==> src/rtccs_pkg.sv <==
// Constants, register map and types for the clock control and status block.
// Assumes a 10 MHz system clock and the oscillator time base sampled as a pin.
package rtccs_pkg;

	// ----------------------------------------------------------------
	// Register offsets
	// ----------------------------------------------------------------
	localparam logic [5:0] DIVIDER_RATE_CONTROL_OFS  = 6'h0a;
	localparam logic [5:0] RTC_MODE_CONTROL_OFS      = 6'h0b;
	localparam logic [5:0] INTERRUPT_FLAG_STATUS_OFS = 6'h0c;
	localparam logic [5:0] RAM_TIME_VALID_STATUS_OFS = 6'h0d;

	// ----------------------------------------------------------------
	// Field positions
	// ----------------------------------------------------------------
	localparam int UPDATE_PENDING_BIT = 7;
	localparam int DIV_SEL_LSB        = 4;
	localparam int RATE_SEL_LSB       = 0;
	localparam int SET_HOLD_BIT       = 7;
	localparam int PIE_BIT            = 6;
	localparam int AIE_BIT            = 5;
	localparam int UIE_BIT            = 4;
	localparam int SQUARE_OUT_ENABLE_BIT           = 3;
	localparam int BINARY_FMT_BIT     = 2;
	localparam int HOUR24_BIT         = 1;
	localparam int SUMMER_BIT         = 0;
	localparam int IRQ_SUMMARY_FLAG_BIT           = 7;
	localparam int PF_BIT             = 6;
	localparam int AF_BIT             = 5;
	localparam int UF_BIT             = 4;
	localparam int VRT_BIT            = 7;

	// ----------------------------------------------------------------
	// Reset values (system reset only; the reset pin spares these)
	// ----------------------------------------------------------------
	localparam logic [2:0] DIV_SEL_RST  = 3'h0;
	localparam logic [3:0] RATE_SEL_RST = 4'h0;
	localparam logic [7:0] MODE_RST     = 8'h00;

	// ----------------------------------------------------------------
	// Divider chain
	// ----------------------------------------------------------------
	localparam int         DIV_STAGES   = 22;
	localparam logic [2:0] DIV_SEL_4M   = 3'h0;
	localparam logic [2:0] DIV_SEL_1M   = 3'h1;
	localparam logic [1:0] DIV_RST_CODE = 2'h3;
	localparam logic [21:0] SEC_MASK_4M  = 22'h3fffff;
	localparam logic [21:0] SEC_MASK_1M  = 22'h0fffff;
	localparam logic [21:0] SEC_MASK_32K = 22'h007fff;
	localparam int         TAP_BASE     = 6;
	localparam longint     FREQ_4M_HZ   = 4194304;
	localparam longint     FREQ_1M_HZ   = 1048576;
	localparam longint     FREQ_32K_HZ  = 32768;

	// ----------------------------------------------------------------
	// Timing
	// ----------------------------------------------------------------
	localparam longint T_BUC_NS     = 244000;
	localparam longint T_UC_FAST_NS = 248000;
	localparam longint T_UC_SLOW_NS = 1984000;
	localparam longint CLK_NS       = 100;
	localparam longint NS_PER_S     = 1000000000;
	localparam logic [21:0] LEAD_4M  = 22'((T_BUC_NS * FREQ_4M_HZ + NS_PER_S - 1) / NS_PER_S);
	localparam logic [21:0] LEAD_1M  = 22'((T_BUC_NS * FREQ_1M_HZ + NS_PER_S - 1) / NS_PER_S);
	localparam logic [21:0] LEAD_32K = 22'((T_BUC_NS * FREQ_32K_HZ + NS_PER_S - 1) / NS_PER_S);
	localparam int UC_FAST_CYC = int'(T_UC_FAST_NS / CLK_NS);
	localparam int UC_SLOW_CYC = int'(T_UC_SLOW_NS / CLK_NS);

	typedef enum logic {UPD_IDLE, UPD_RUN} rtccs_upd_type;

endpackage : rtccs_pkg

==> src/rtccs_regs.sv <==
// Control and status registers of a real-time clock: update timing, divider,
// periodic tap, square wave, interrupt flags and the validity indicator.
// Assumes the calendar datapath runs on clk_sys and feeds the time bytes.
`timescale 1ns/1ns
module rtccs_regs
	import rtccs_pkg::*;
#(
	parameter int UC_SLOW_CYCLES = rtccs_pkg::UC_SLOW_CYC
) (
	input  wire logic       clk_sys,
	input  wire logic       sys_rst,
	input  wire logic       reset_in_n,
	input  wire logic       power_sense_in,
	input  wire logic       time_base_in,
	input  wire logic       addr_strobe_in,
	input  wire logic       data_strobe_in,
	input  wire logic       read_write_in,
	input  wire logic       chip_enable_n_in,
	input  wire logic [7:0] ad_in,
	output logic      [7:0] ad_out,
	output logic            ad_oe,
	output logic            irq_n_out,
	output logic            irq_oe,
	output logic            square_wave_out,
	input  wire logic [7:0] time_seconds,
	input  wire logic [7:0] time_minutes,
	input  wire logic [7:0] time_hours,
	input  wire logic [7:0] alarm_seconds,
	input  wire logic [7:0] alarm_minutes,
	input  wire logic [7:0] alarm_hours,
	output logic            update_advance,
	output logic            binary_format_select,
	output logic            hour24_select,
	output logic            summer_time_enable
);
	import rtccs_pkg::*;

	// ----------------------------------------------------------------
	// Pin synchronisers
	// ----------------------------------------------------------------
	logic [13:0] pin_s1_reg;
	logic [13:0] pin_s2_reg;
	logic        as_prev_reg;
	logic        ds_prev_reg;
	logic        tb_prev_reg;
	logic        rst_pin_low;
	logic        ps_s;
	logic        tb_s;
	logic        as_s;
	logic        ds_s;
	logic        rw_s;
	logic        ce_n_s;
	logic [7:0]  ad_s;
	logic        rst_pin_s1_reg;
	logic        rst_pin_s_reg;

	// Two flops on every pin; only the second stage is read
	always_ff @(posedge clk_sys or posedge sys_rst) begin
		if (sys_rst) begin
			pin_s1_reg <= 14'h0001;
			pin_s2_reg <= 14'h0001;
		end else begin
			pin_s1_reg <= {ad_in, chip_enable_n_in, read_write_in, data_strobe_in,
				addr_strobe_in, time_base_in, power_sense_in};
			pin_s2_reg <= pin_s1_reg;
		end
	end

	assign ps_s        = pin_s2_reg[0];
	assign tb_s        = pin_s2_reg[1];
	assign as_s        = pin_s2_reg[2];
	assign ds_s        = pin_s2_reg[3];
	assign rw_s        = pin_s2_reg[4];
	assign ce_n_s      = pin_s2_reg[5];
	assign ad_s        = pin_s2_reg[13:6];
	assign rst_pin_low = ~rst_pin_s_reg; // Second flop of the reset pin only

	// Reset pin passes its own pair of flops, idle high
	always_ff @(posedge clk_sys or posedge sys_rst) begin
		if (sys_rst) begin
			rst_pin_s1_reg <= 1'b1;
			rst_pin_s_reg  <= 1'b1;
		end else begin
			rst_pin_s1_reg <= reset_in_n;
			rst_pin_s_reg  <= rst_pin_s1_reg;
		end
	end

	// Edge history of the synchronised strobes and time base
	always_ff @(posedge clk_sys or posedge sys_rst) begin
		if (sys_rst) begin
			as_prev_reg <= 1'b0;
			ds_prev_reg <= 1'b0;
			tb_prev_reg <= 1'b0;
		end else begin
			as_prev_reg <= as_s;
			ds_prev_reg <= ds_s;
			tb_prev_reg <= tb_s;
		end
	end

	// ----------------------------------------------------------------
	// Multiplexed bus
	// ----------------------------------------------------------------
	logic [5:0] addr_reg;
	logic       as_fall;
	logic       ds_rise;
	logic       ds_fall;
	logic       wr_done;
	logic       rd_start;
	logic       rd_done;

	assign as_fall  = as_prev_reg & ~as_s & ~ce_n_s;
	assign ds_rise  = ~ds_prev_reg & ds_s & ~ce_n_s;
	assign ds_fall  = ds_prev_reg & ~ds_s & ~ce_n_s;
	assign wr_done  = ds_fall & ~rw_s;
	assign rd_start = ds_rise & rw_s;
	assign rd_done  = ds_fall & rw_s;

	// Address is taken at the falling address strobe, low six lines only
	always_ff @(posedge clk_sys or posedge sys_rst) begin
		if (sys_rst) begin
			addr_reg <= 6'h00;
		end else if (as_fall) begin
			addr_reg <= ad_s[5:0];
		end
	end

	// ----------------------------------------------------------------
	// Software-owned control bits
	// ----------------------------------------------------------------
	logic [2:0] div_sel_reg;
	logic [3:0] rate_sel_reg;
	logic       set_hold_reg;
	logic       binary_reg;
	logic       hour24_reg;
	logic       summer_reg;
	logic       wr_a;
	logic       wr_b;

	assign wr_a = wr_done && addr_reg == DIVIDER_RATE_CONTROL_OFS;
	assign wr_b = wr_done && addr_reg == RTC_MODE_CONTROL_OFS;

	// Only system reset touches these; the reset pin spares them
	always_ff @(posedge clk_sys or posedge sys_rst) begin
		if (sys_rst) begin
			div_sel_reg  <= DIV_SEL_RST;
			rate_sel_reg <= RATE_SEL_RST;
		end else if (wr_a) begin
			div_sel_reg  <= ad_s[DIV_SEL_LSB +: 3];
			rate_sel_reg <= ad_s[RATE_SEL_LSB +: 4];
		end
	end

	// Set-hold and format bits move only on a software write
	always_ff @(posedge clk_sys or posedge sys_rst) begin
		if (sys_rst) begin
			set_hold_reg <= MODE_RST[SET_HOLD_BIT];
			binary_reg   <= MODE_RST[BINARY_FMT_BIT];
			hour24_reg   <= MODE_RST[HOUR24_BIT];
			summer_reg   <= MODE_RST[SUMMER_BIT];
		end else if (wr_b) begin
			set_hold_reg <= ad_s[SET_HOLD_BIT];
			binary_reg   <= ad_s[BINARY_FMT_BIT];
			hour24_reg   <= ad_s[HOUR24_BIT];
			summer_reg   <= ad_s[SUMMER_BIT];
		end
	end

	// Formats steer the calendar datapath, which does the special hours
	assign binary_format_select = binary_reg;
	assign hour24_select        = hour24_reg;
	assign summer_time_enable   = summer_reg;

	// Enables: the reset pin clears them, a set-hold write drops update-end
	logic pie_reg;
	logic aie_reg;
	logic uie_reg;
	logic square_out_enable_reg;
	always_ff @(posedge clk_sys or posedge sys_rst) begin
		if (sys_rst) begin
			pie_reg  <= 1'b0;
			aie_reg  <= 1'b0;
			uie_reg  <= 1'b0;
			square_out_enable_reg <= 1'b0;
		end else if (rst_pin_low) begin
			pie_reg  <= 1'b0;
			aie_reg  <= 1'b0;
			uie_reg  <= 1'b0;
			square_out_enable_reg <= 1'b0;
		end else if (wr_b) begin
			pie_reg  <= ad_s[PIE_BIT];
			aie_reg  <= ad_s[AIE_BIT];
			uie_reg  <= ad_s[UIE_BIT] & ~ad_s[SET_HOLD_BIT];
			square_out_enable_reg <= ad_s[SQUARE_OUT_ENABLE_BIT];
		end
	end

	// ----------------------------------------------------------------
	// Divider chain and second boundary
	// ----------------------------------------------------------------
	logic [21:0] div_reg;
	logic [21:0] sec_mask;
	logic [21:0] lead;
	logic        div_held;
	logic        tb_tick;
	logic        sec_tick;
	logic        near_end;

	assign div_held = div_sel_reg[2:1] == DIV_RST_CODE;
	assign tb_tick  = tb_s & ~tb_prev_reg;

	// Chain length sets one second per time base
	always_comb begin
		if (div_sel_reg == DIV_SEL_4M) begin
			sec_mask = SEC_MASK_4M;
			lead     = LEAD_4M;
		end else if (div_sel_reg == DIV_SEL_1M) begin
			sec_mask = SEC_MASK_1M;
			lead     = LEAD_1M;
		end else begin
			sec_mask = SEC_MASK_32K;
			lead     = LEAD_32K;
		end
	end

	assign sec_tick = tb_tick & ~div_held & ((div_reg & sec_mask) == sec_mask);
	// Pending shows ahead of the boundary so a reader never races it
	assign near_end = ~div_held & ((div_reg & sec_mask) >= sec_mask - lead + 22'h000001);

	// Held at zero while in reset, so the first second is a whole one
	always_ff @(posedge clk_sys or posedge sys_rst) begin
		if (sys_rst) begin
			div_reg <= 22'h000000;
		end else if (div_held) begin
			div_reg <= 22'h000000;
		end else if (tb_tick) begin
			div_reg <= (div_reg + 22'h000001) & sec_mask;
		end
	end

	// ----------------------------------------------------------------
	// Update cycle
	// ----------------------------------------------------------------
	rtccs_upd_type upd_reg;
	logic [15:0]   upd_cnt_reg;
	logic [15:0]   upd_len;
	logic          upd_done;
	logic          update_pending_flag;

	assign upd_len  = (div_sel_reg == DIV_SEL_4M || div_sel_reg == DIV_SEL_1M) ?
		16'(UC_FAST_CYC) : 16'(UC_SLOW_CYCLES);
	assign upd_done = upd_reg == UPD_RUN && !set_hold_reg && upd_cnt_reg == upd_len - 16'h0001;
	assign update_advance = upd_done;
	// Set-hold masks both the lead-in and the update itself
	assign update_pending_flag = ~set_hold_reg & (near_end | upd_reg == UPD_RUN);

	// Once per second an update runs; set-hold aborts it at once
	always_ff @(posedge clk_sys or posedge sys_rst) begin
		if (sys_rst) begin
			upd_reg     <= UPD_IDLE;
			upd_cnt_reg <= 16'h0000;
		end else begin
			case (upd_reg)
				UPD_IDLE: begin
					upd_cnt_reg <= 16'h0000;
					if (sec_tick && !set_hold_reg) begin
						upd_reg <= UPD_RUN;
					end
				end
				UPD_RUN: begin
					upd_cnt_reg <= upd_cnt_reg + 16'h0001;
					if (set_hold_reg || upd_done) begin
						upd_reg <= UPD_IDLE;
					end
				end
				default: upd_reg <= UPD_IDLE;
			endcase
		end
	end

	// ----------------------------------------------------------------
	// Periodic tap and square wave
	// ----------------------------------------------------------------
	logic tap;
	logic tap_prev_reg;
	logic tap_rise;
	logic sqw_reg;

	// Code zero disables; codes 1..15 pick one stage each
	assign tap      = (rate_sel_reg != 4'h0) && div_reg[TAP_BASE + int'(rate_sel_reg)];
	assign tap_rise = tap & ~tap_prev_reg;

	always_ff @(posedge clk_sys or posedge sys_rst) begin
		if (sys_rst) begin
			tap_prev_reg <= 1'b0;
			sqw_reg      <= 1'b0;
		end else begin
			tap_prev_reg <= tap;
			sqw_reg      <= square_out_enable_reg & tap;
		end
	end
	assign square_wave_out = sqw_reg;

	// ----------------------------------------------------------------
	// Interrupt flags
	// ----------------------------------------------------------------
	logic pf_reg;
	logic af_reg;
	logic uf_reg;
	logic irq_summary_flag;
	logic rd_c;
	logic alarm_hit;

	assign rd_c = rd_done && addr_reg == INTERRUPT_FLAG_STATUS_OFS;
	// Top two bits set make an alarm byte a wildcard
	assign alarm_hit = (alarm_seconds[7:6] == 2'h3 || alarm_seconds == time_seconds) &&
		(alarm_minutes[7:6] == 2'h3 || alarm_minutes == time_minutes) &&
		(alarm_hours[7:6] == 2'h3 || alarm_hours == time_hours);

	// An event in the clearing read's cycle survives; the reset pin wins over all
	always_ff @(posedge clk_sys or posedge sys_rst) begin
		if (sys_rst) begin
			pf_reg <= 1'b0;
			af_reg <= 1'b0;
			uf_reg <= 1'b0;
		end else if (rst_pin_low) begin
			pf_reg <= 1'b0;
			af_reg <= 1'b0;
			uf_reg <= 1'b0;
		end else begin
			pf_reg <= tap_rise | (pf_reg & ~rd_c);
			af_reg <= (upd_done & alarm_hit) | (af_reg & ~rd_c);
			uf_reg <= upd_done | (uf_reg & ~rd_c);
		end
	end

	assign irq_summary_flag = (pf_reg & pie_reg) | (af_reg & aie_reg) | (uf_reg & uie_reg);
	// Open drain: drive low only while the summary flag stands
	assign irq_n_out = 1'b0;
	assign irq_oe    = irq_summary_flag;

	// ----------------------------------------------------------------
	// Validity bit and read data
	// ----------------------------------------------------------------
	logic vrt_reg;
	logic [7:0] rdata_reg;

	// Power sense low forces zero; a read of its register sets it
	always_ff @(posedge clk_sys or posedge sys_rst) begin
		if (sys_rst) begin
			vrt_reg <= 1'b0;
		end else if (!ps_s) begin
			vrt_reg <= 1'b0;
		end else if (rd_done && addr_reg == RAM_TIME_VALID_STATUS_OFS) begin
			vrt_reg <= 1'b1;
		end
	end

	// Read value is captured at the rising data strobe and held
	always_ff @(posedge clk_sys or posedge sys_rst) begin
		if (sys_rst) begin
			rdata_reg <= 8'h00;
		end else if (rd_start) begin
			if (addr_reg == DIVIDER_RATE_CONTROL_OFS) begin
				rdata_reg <= {update_pending_flag, div_sel_reg, rate_sel_reg};
			end else if (addr_reg == RTC_MODE_CONTROL_OFS) begin
				rdata_reg <= {set_hold_reg, pie_reg, aie_reg, uie_reg,
					square_out_enable_reg, binary_reg, hour24_reg, summer_reg};
			end else if (addr_reg == INTERRUPT_FLAG_STATUS_OFS) begin
				rdata_reg <= {irq_summary_flag, pf_reg, af_reg, uf_reg, 4'h0};
			end else if (addr_reg == RAM_TIME_VALID_STATUS_OFS) begin
				rdata_reg <= {vrt_reg, 7'h00};
			end else begin
				rdata_reg <= 8'h00;
			end
		end
	end
	assign ad_out = rdata_reg;
	assign ad_oe  = ds_s & rw_s & ~ce_n_s;
endmodule : rtccs_regs

==> config.mk <==
export PLATFORM = sky130hd
export DESIGN_NAME = rtccs_regs
export DESIGN_NICKNAME = d
export VERILOG_FILES = /design/src/rtccs_pkg.sv /design/src/rtccs_regs.sv
export SDC_FILE = /design/constraint.sdc
export NUM_CORES = 1
export LEC_CHECK = 0
export BUFFER_PORTS_ARGS = -buffer_cell sky130_fd_sc_hd__buf_2
export CORE_MARGIN = 4
export CORE_UTILIZATION = 39
export CTS_CLUSTER_DIAMETER = 120
export DETAILED_ROUTE_END_ITERATION = 6
export SLEW_MARGIN = 25
export SYNTH_ARGS = -nofsm -noshare
export SYNTH_HDL_FRONTEND = slang
export SYNTH_SLANG_ARGS = --single-unit
export TNS_END_PERCENT = 20
==> constraint.sdc <==
create_clock -name clk_sys -period 3 [get_ports clk_sys]
set_input_delay 0.15 -clock clk_sys [delete_from_list [all_inputs] [get_ports clk_sys]]
set_output_delay 0.15 -clock clk_sys [all_outputs]
set_load 0.005 [all_outputs]
# After elaboration in Yosys (flattened, before gate mapping)
# Index checks and enable logic that the tools add are counted.
# totals
register_bits	107
inputBits	65
out_inout_bits	16
elab_cells	148
# classes
add_sub_neg	6
order_cmp	2
eq_ne	16
mux	31
bitwise_logic	46
n_reduce_logical	19
# op_table
cell	count
$mux W22	3
$add A22 B1 Y22 const B	2
$and A22 B22 Y22	2
$mux W8	4
$pmux W16 S2	1
$and A1 B1 Y1	26
$eq A6 B4 Y1 const B	4
$eq A8 B8 Y1	3
$eq A22 B22 Y1	1
$ge A22 B22 Y1	1
$sub A22 B22 Y22	1
$mux W20	1
$mux W1	17
$add A16 B1 Y16 const B	1
$eq A16 B16 Y1	1
$sub A15 B1 Y16 const B	1
$mux W15	1
$not A1 Y1	12
$mux W11	1
$logic_and A1 B1 Y1	10
$mux W9	1
$eq A2 B2 Y1 const B	4
$lt A5 B6 Y1 const B	1
$or A1 B1 Y1	6
other kinds (10)	15

# Depth between registers and ports, before layout
# depth
word_depth	10
ltp_mapped	10
depth_no_buf	9

# Least setup slack after synthesis
# OpenSTA, ideal clock, no wires.
# synth_timing
path_kind	register -> register
startpoint	reg rate_sel_reg[1]
endpoint	reg sqw_reg (netlist: square_wave_out)
setup_ns	0.119
t_arrival_ns	2.064
required_time_ns	2.881
path_slack_ns	0.817
path_stages_with_launch	8
path_buffers	1
synth_period_minus_slack_ns	2.183
cell_sequence	dfrtp_1 -> clkbuf_1 -> inv_1 -> ha_1 -> mux4_2 -> o211ai_1 -> o2111ai_1 -> and2_1
# synth_via
elab_chain_cells	6
elab_cells_between_ends	7
cone_classes	add/sub (1); mux (3); bitwise (1); reduce/logical (2)
# synth_rtl
item	line	text
start: declaration	rtccs_regs.sv:133	logic [3:0] rate_sel_reg;
start signal: assignment	rtccs_regs.sv:151	rate_sel_reg <= ad_s[RATE_SEL_LSB +: 4];
$add A3 B4 Y5	rtccs_regs.sv:291	assign tap = (rate_sel_reg != 4'h0) && div_reg[TAP_BASE + int'(rate_sel_reg)];
$bmux W1 S5	rtccs_regs.sv:291	
$mux W1 (not written as such) (2 in a row)	rtccs_regs.sv:291	
$logic_and A1 B1 Y1 *	rtccs_regs.sv:291	
via tap	rtccs_regs.sv:285	logic tap;
$and A1 B1 Y1 *	rtccs_regs.sv:300	sqw_reg <= square_out_enable_reg & tap;
end signal: assignment	rtccs_regs.sv:300	
end: declaration	rtccs_regs.sv:288	logic sqw_reg;
# The timed path passes the listed nets; every way through them passes the cells marked *. The select of a mux whose other input is x is not followed.
# A chain may end at the register's enable or synchronous reset.

# Worst setup path after layout
# layout_timing
startpoint	reg div_sel_reg[2]
endpoint	out update_advance
# layout_via
elab_chain_cells	6
elab_cells_between_ends	7
cone_classes	add/sub (1); eq/ne (2); mux (1); reduce/logical (3)
# layout_rtl
item	line	text
start: declaration	rtccs_regs.sv:132	logic [2:0] div_sel_reg;
start signal: assignment	rtccs_regs.sv:150	div_sel_reg <= ad_s[DIV_SEL_LSB +: 3];
$eq A3 B1 Y1 / $logic_not A3 Y1 (equally long branches)	rtccs_regs.sv:251	assign upd_len = (div_sel_reg == DIV_SEL_4M || div_sel_reg == DIV_SEL_1M) ?
$logic_or A1 B1 Y1 *	rtccs_regs.sv:251	
$mux W15 *	rtccs_regs.sv:251	
$sub A15 B1 Y16 *	rtccs_regs.sv:253	assign upd_done = upd_reg == UPD_RUN && !set_hold_reg && upd_cnt_reg == upd_len - 16'h0001;
$eq A16 B16 Y1 *	rtccs_regs.sv:253	
$logic_and A1 B1 Y1 *	rtccs_regs.sv:253	
end: declaration	rtccs_regs.sv:31	output logic update_advance,
# Every way passes the cells marked *; elsewhere a longest branch is shown, timed or not.

==> flow_summary.yaml <==
pwr:
  switching_share: 0.2830
  ir_drop_mv: 0.3612
  p_per_area_nw_per_um2: 521.8
  total_power_uw: 3285
  p_int_uw: 2356
  p_clk_frac: 0.358
  leakage_uw: 0.002815
  p_sw_uw: 929.8
  pwr-share-seq: 0.507
  p_comb_frac: 0.135
synthesis:
  ys_seq_elements: 107
  synth_compound_area_frac: 0.07855
  synth_cells: 478
  avgSynthCellArea_um2: 11.00
  synth_edf_count: 0
  synth.area.mux_share: 0.06927
  synth-adder-area-share: 0.03095
  synthSimpleGateAreaFrac: 0.2038
  async_flop_share: 1.000
  syn_nets: 556
  yosys_warnings: 0
  seq_area_frac_synth: 0.5104
  synth_top_family_by_area: "simple AND/OR/NAND/NOR gates"
  synth_flop_cell: "dfrtp_1"
  yosys.cell_types.count: 54
  synth_area_um2: 5256
  synthXorXnorAreaFrac: 0.08331
detailed_routing:
  route.vias.total: 3919
  drt_drc_violations_left: 0
  via_per_inst: 5.211
  detail_route.wl_per_cell_um: 15.52
  first_iter_violations: 242
  routed_wl_mm: 11.67
  drtPass1Iterations: 6
  postRouteAntennaNets: 0
critical_path:
  critPathMaxFanout: 13
  required_ps: 2850
  endpoint_kind: "output pin"
  cp-start-kind: "register"
  ff2ff_path_depth: 6
  rr_startpoint: "rate_sel_reg[1]$_DFFE_PP0P_"
  r2r-end: "pf_reg$_DFF_PP0_"
  ff2ff_setup_slack_ps: 680
  critPathMostFrequentCell: "nor4_1"
  critPathSlowestCell: "dfrtp_1"
  arrival_ps: 2180
  cp_cell_sequence: "or2_2 -> inv_2 -> nor4_1 -> a21oi_1 -> nor4_1 -> buf_2"
  crit_type: "reg -> out"
  slowest_delay_ps: 430
min_path:
  min_from: "alarm_seconds[7]"
  hold_path_depth: 4
  hold_class: "in -> reg"
  hold_end: "af_reg$_DFF_PP0_"
die:
  die_x_um: 124.1
  num_rows: 42
  core_area_um2: 13240
  die_area_um2: 15400
  ioPinCount: 81
  dieHeight_um: 124.1
  initial_core_util: 0.3969
sta:
  rsz0062_at_grt: "no"
  timing.final.crit_share: 0.7753
  fin_crit_ps: 2326
  setup_violations: 0
  final.setup.tns_ps: 0
  slew_headroom: 0.4026
  worstMarginPinSlew_ps: 883.7
  hold_viol: 0
  fmax_mhz: 429.9
  skew_ps: 8.354
  drv_slew: 0
finish:
  largest_reg_flops: 22
  synthToLayoutAreaGrowth_pct: 19.78
  final_common_cell: "dfrtp_1"
  drive_gt1_frac: 0.2326
  n_antenna_cell: 0
  final_area_um2: 6296
  fin_cells: 752
  fin_nets: 649
  final_cell_mix: "dfrtp_1, buf_2, nor2_1"
  final_util: 0.4754
grt:
  overflow: 0
  grt_pass1_vias: 3934
  grt_pass1_wl_mm: 19.64
  grt_usage: 0.1627
  antenna_found_initial: 0
  grt_start_max_net_pins: 57
clock_tree:
  cts_sinks: 107
  htreeDepth: 3
  cts_buffers: 9
  cts_tree: "yes"
  cts_root_buf: "clkbuf_16"
  clk_path_buf_depth: 2
  cts_setup_buffers: 0
  clk_latency_ps: 350
  clk_pin_slew_ps: 70
outcome:
  status: "completed"
run:
  cap_violations: 0
placed_design:
  place_inst: 720
  dpl_cell_area_um2: 5837
  place_congestion: 0.8470
  hpwl_mm: 8.644
  io_buffers: 79
[layout make-up]
cell class / instances / area, µm²
inverter: 11 / 43.79
timing repair buffer: 99 / 598.1
fill: 1256 / 6947
clock buffer: 9 / 225.2
multi-input combinational: 343 / 2452
sequential: 107 / 2683
clock inverter: 7 / 73.82
tap: 176 / 220.2
[worst max path at each step]
stage | endpoint | startpoint
CTS | update_advance | div_sel_reg[1]$_DFFE_PP0P_
global placement | square_wave_out$_DFF_PP0_ | rate_sel_reg[1]$_DFFE_PP0P_
detailed placement | pf_reg$_DFF_PP0_ | rate_sel_reg[1]$_DFFE_PP0P_
global route | square_wave_out$_DFF_PP0_ | rate_sel_reg[1]$_DFFE_PP0P_
floorplan | ad_out[0]$_DFFE_PP0P_ | sys_rst
finish | update_advance | div_sel_reg[2]$_DFFE_PP0P_
[metrics by stage]
step                      worst slack (ps)  hold slack, ps
after floorplan                      39.38           154.5
after global placement               835.7           256.6
after detailed placement             666.7           257.6
after CTS                            629.3           332.1
after global routing                 459.2           358.0
final                                674.1           329.8
[power by group through the flow]
stage | sequential, µW | clock [µW] | combinational, µW
CTS | 1670 | 1220 | 450
global placement | 1690 | 0 | 417
global route | 1690 | 1270 | 509
floorplan | 1650 | 0 | 305
finish | 1670 | 1170 | 443
detailed placement | 1700 | 0 | 430
[timing repair]
action                                 in CTS  in global routing
gates resized for setup                     0                  0
endpoints found under the hold margin      62                  0
hold buffers                               16                  0
[critical path, delay by kind of cell, from the launching register on]
kind | cells | cell delay (ps)
flops | 1 | 430
simple gates | 3 | 950
compound gates | 1 | 100
buf+inv | 2 | 340
[logic make-up after synthesis]
logic type / after synthesis
AND/OR/NAND/NOR: 187
flip-flops: 107
AO/OA/AOI/OAI: 64
XOR/XNOR: 50
multiplexers: 28
buffers and inverters: 28
adder cells (fa/ha/maj): 13
other: 1
[routing by layer]
metal	part of all wire	track usage	wire, µm
met5	0	0	0
met1	0.44	0.2100	5093
met3	0.030	0.02407	350
met2	0.51	0.2726	5955
met4	0.023	0.07050	271
[synth_stat cells (5+ instances only)]
cell / instances / area, µm²
dfrtp_1: 103 / 2577
nor2_1: 32 / 120.1
nand2_1: 31 / 116.4
xnor2_1: 25 / 219.0
xor2_1: 25 / 219.0
and2_1: 23 / 143.9
a21oi_1: 20 / 100.1
mux2_2: 17 / 191.4
nand4_1: 17 / 106.4
nand3_1: 14 / 70.07
ha_1: 13 / 162.7
nor3_1: 12 / 60.06
o21ai_0: 12 / 60.06
inv_1: 10 / 37.54
clkbuf_1: 9 / 33.78
and3_1: 8 / 50.05
nor2b_1: 8 / 50.05
nor4_1: 7 / 43.79
a22oi_1: 6 / 45.04
mux2i_1: 6 / 60.06
nand2b_1: 6 / 37.54
a31oi_1: 5 / 31.28
and4_1: 5 / 43.79
mux4_2: 5 / 112.6
(Power assumes the default switching activity.)
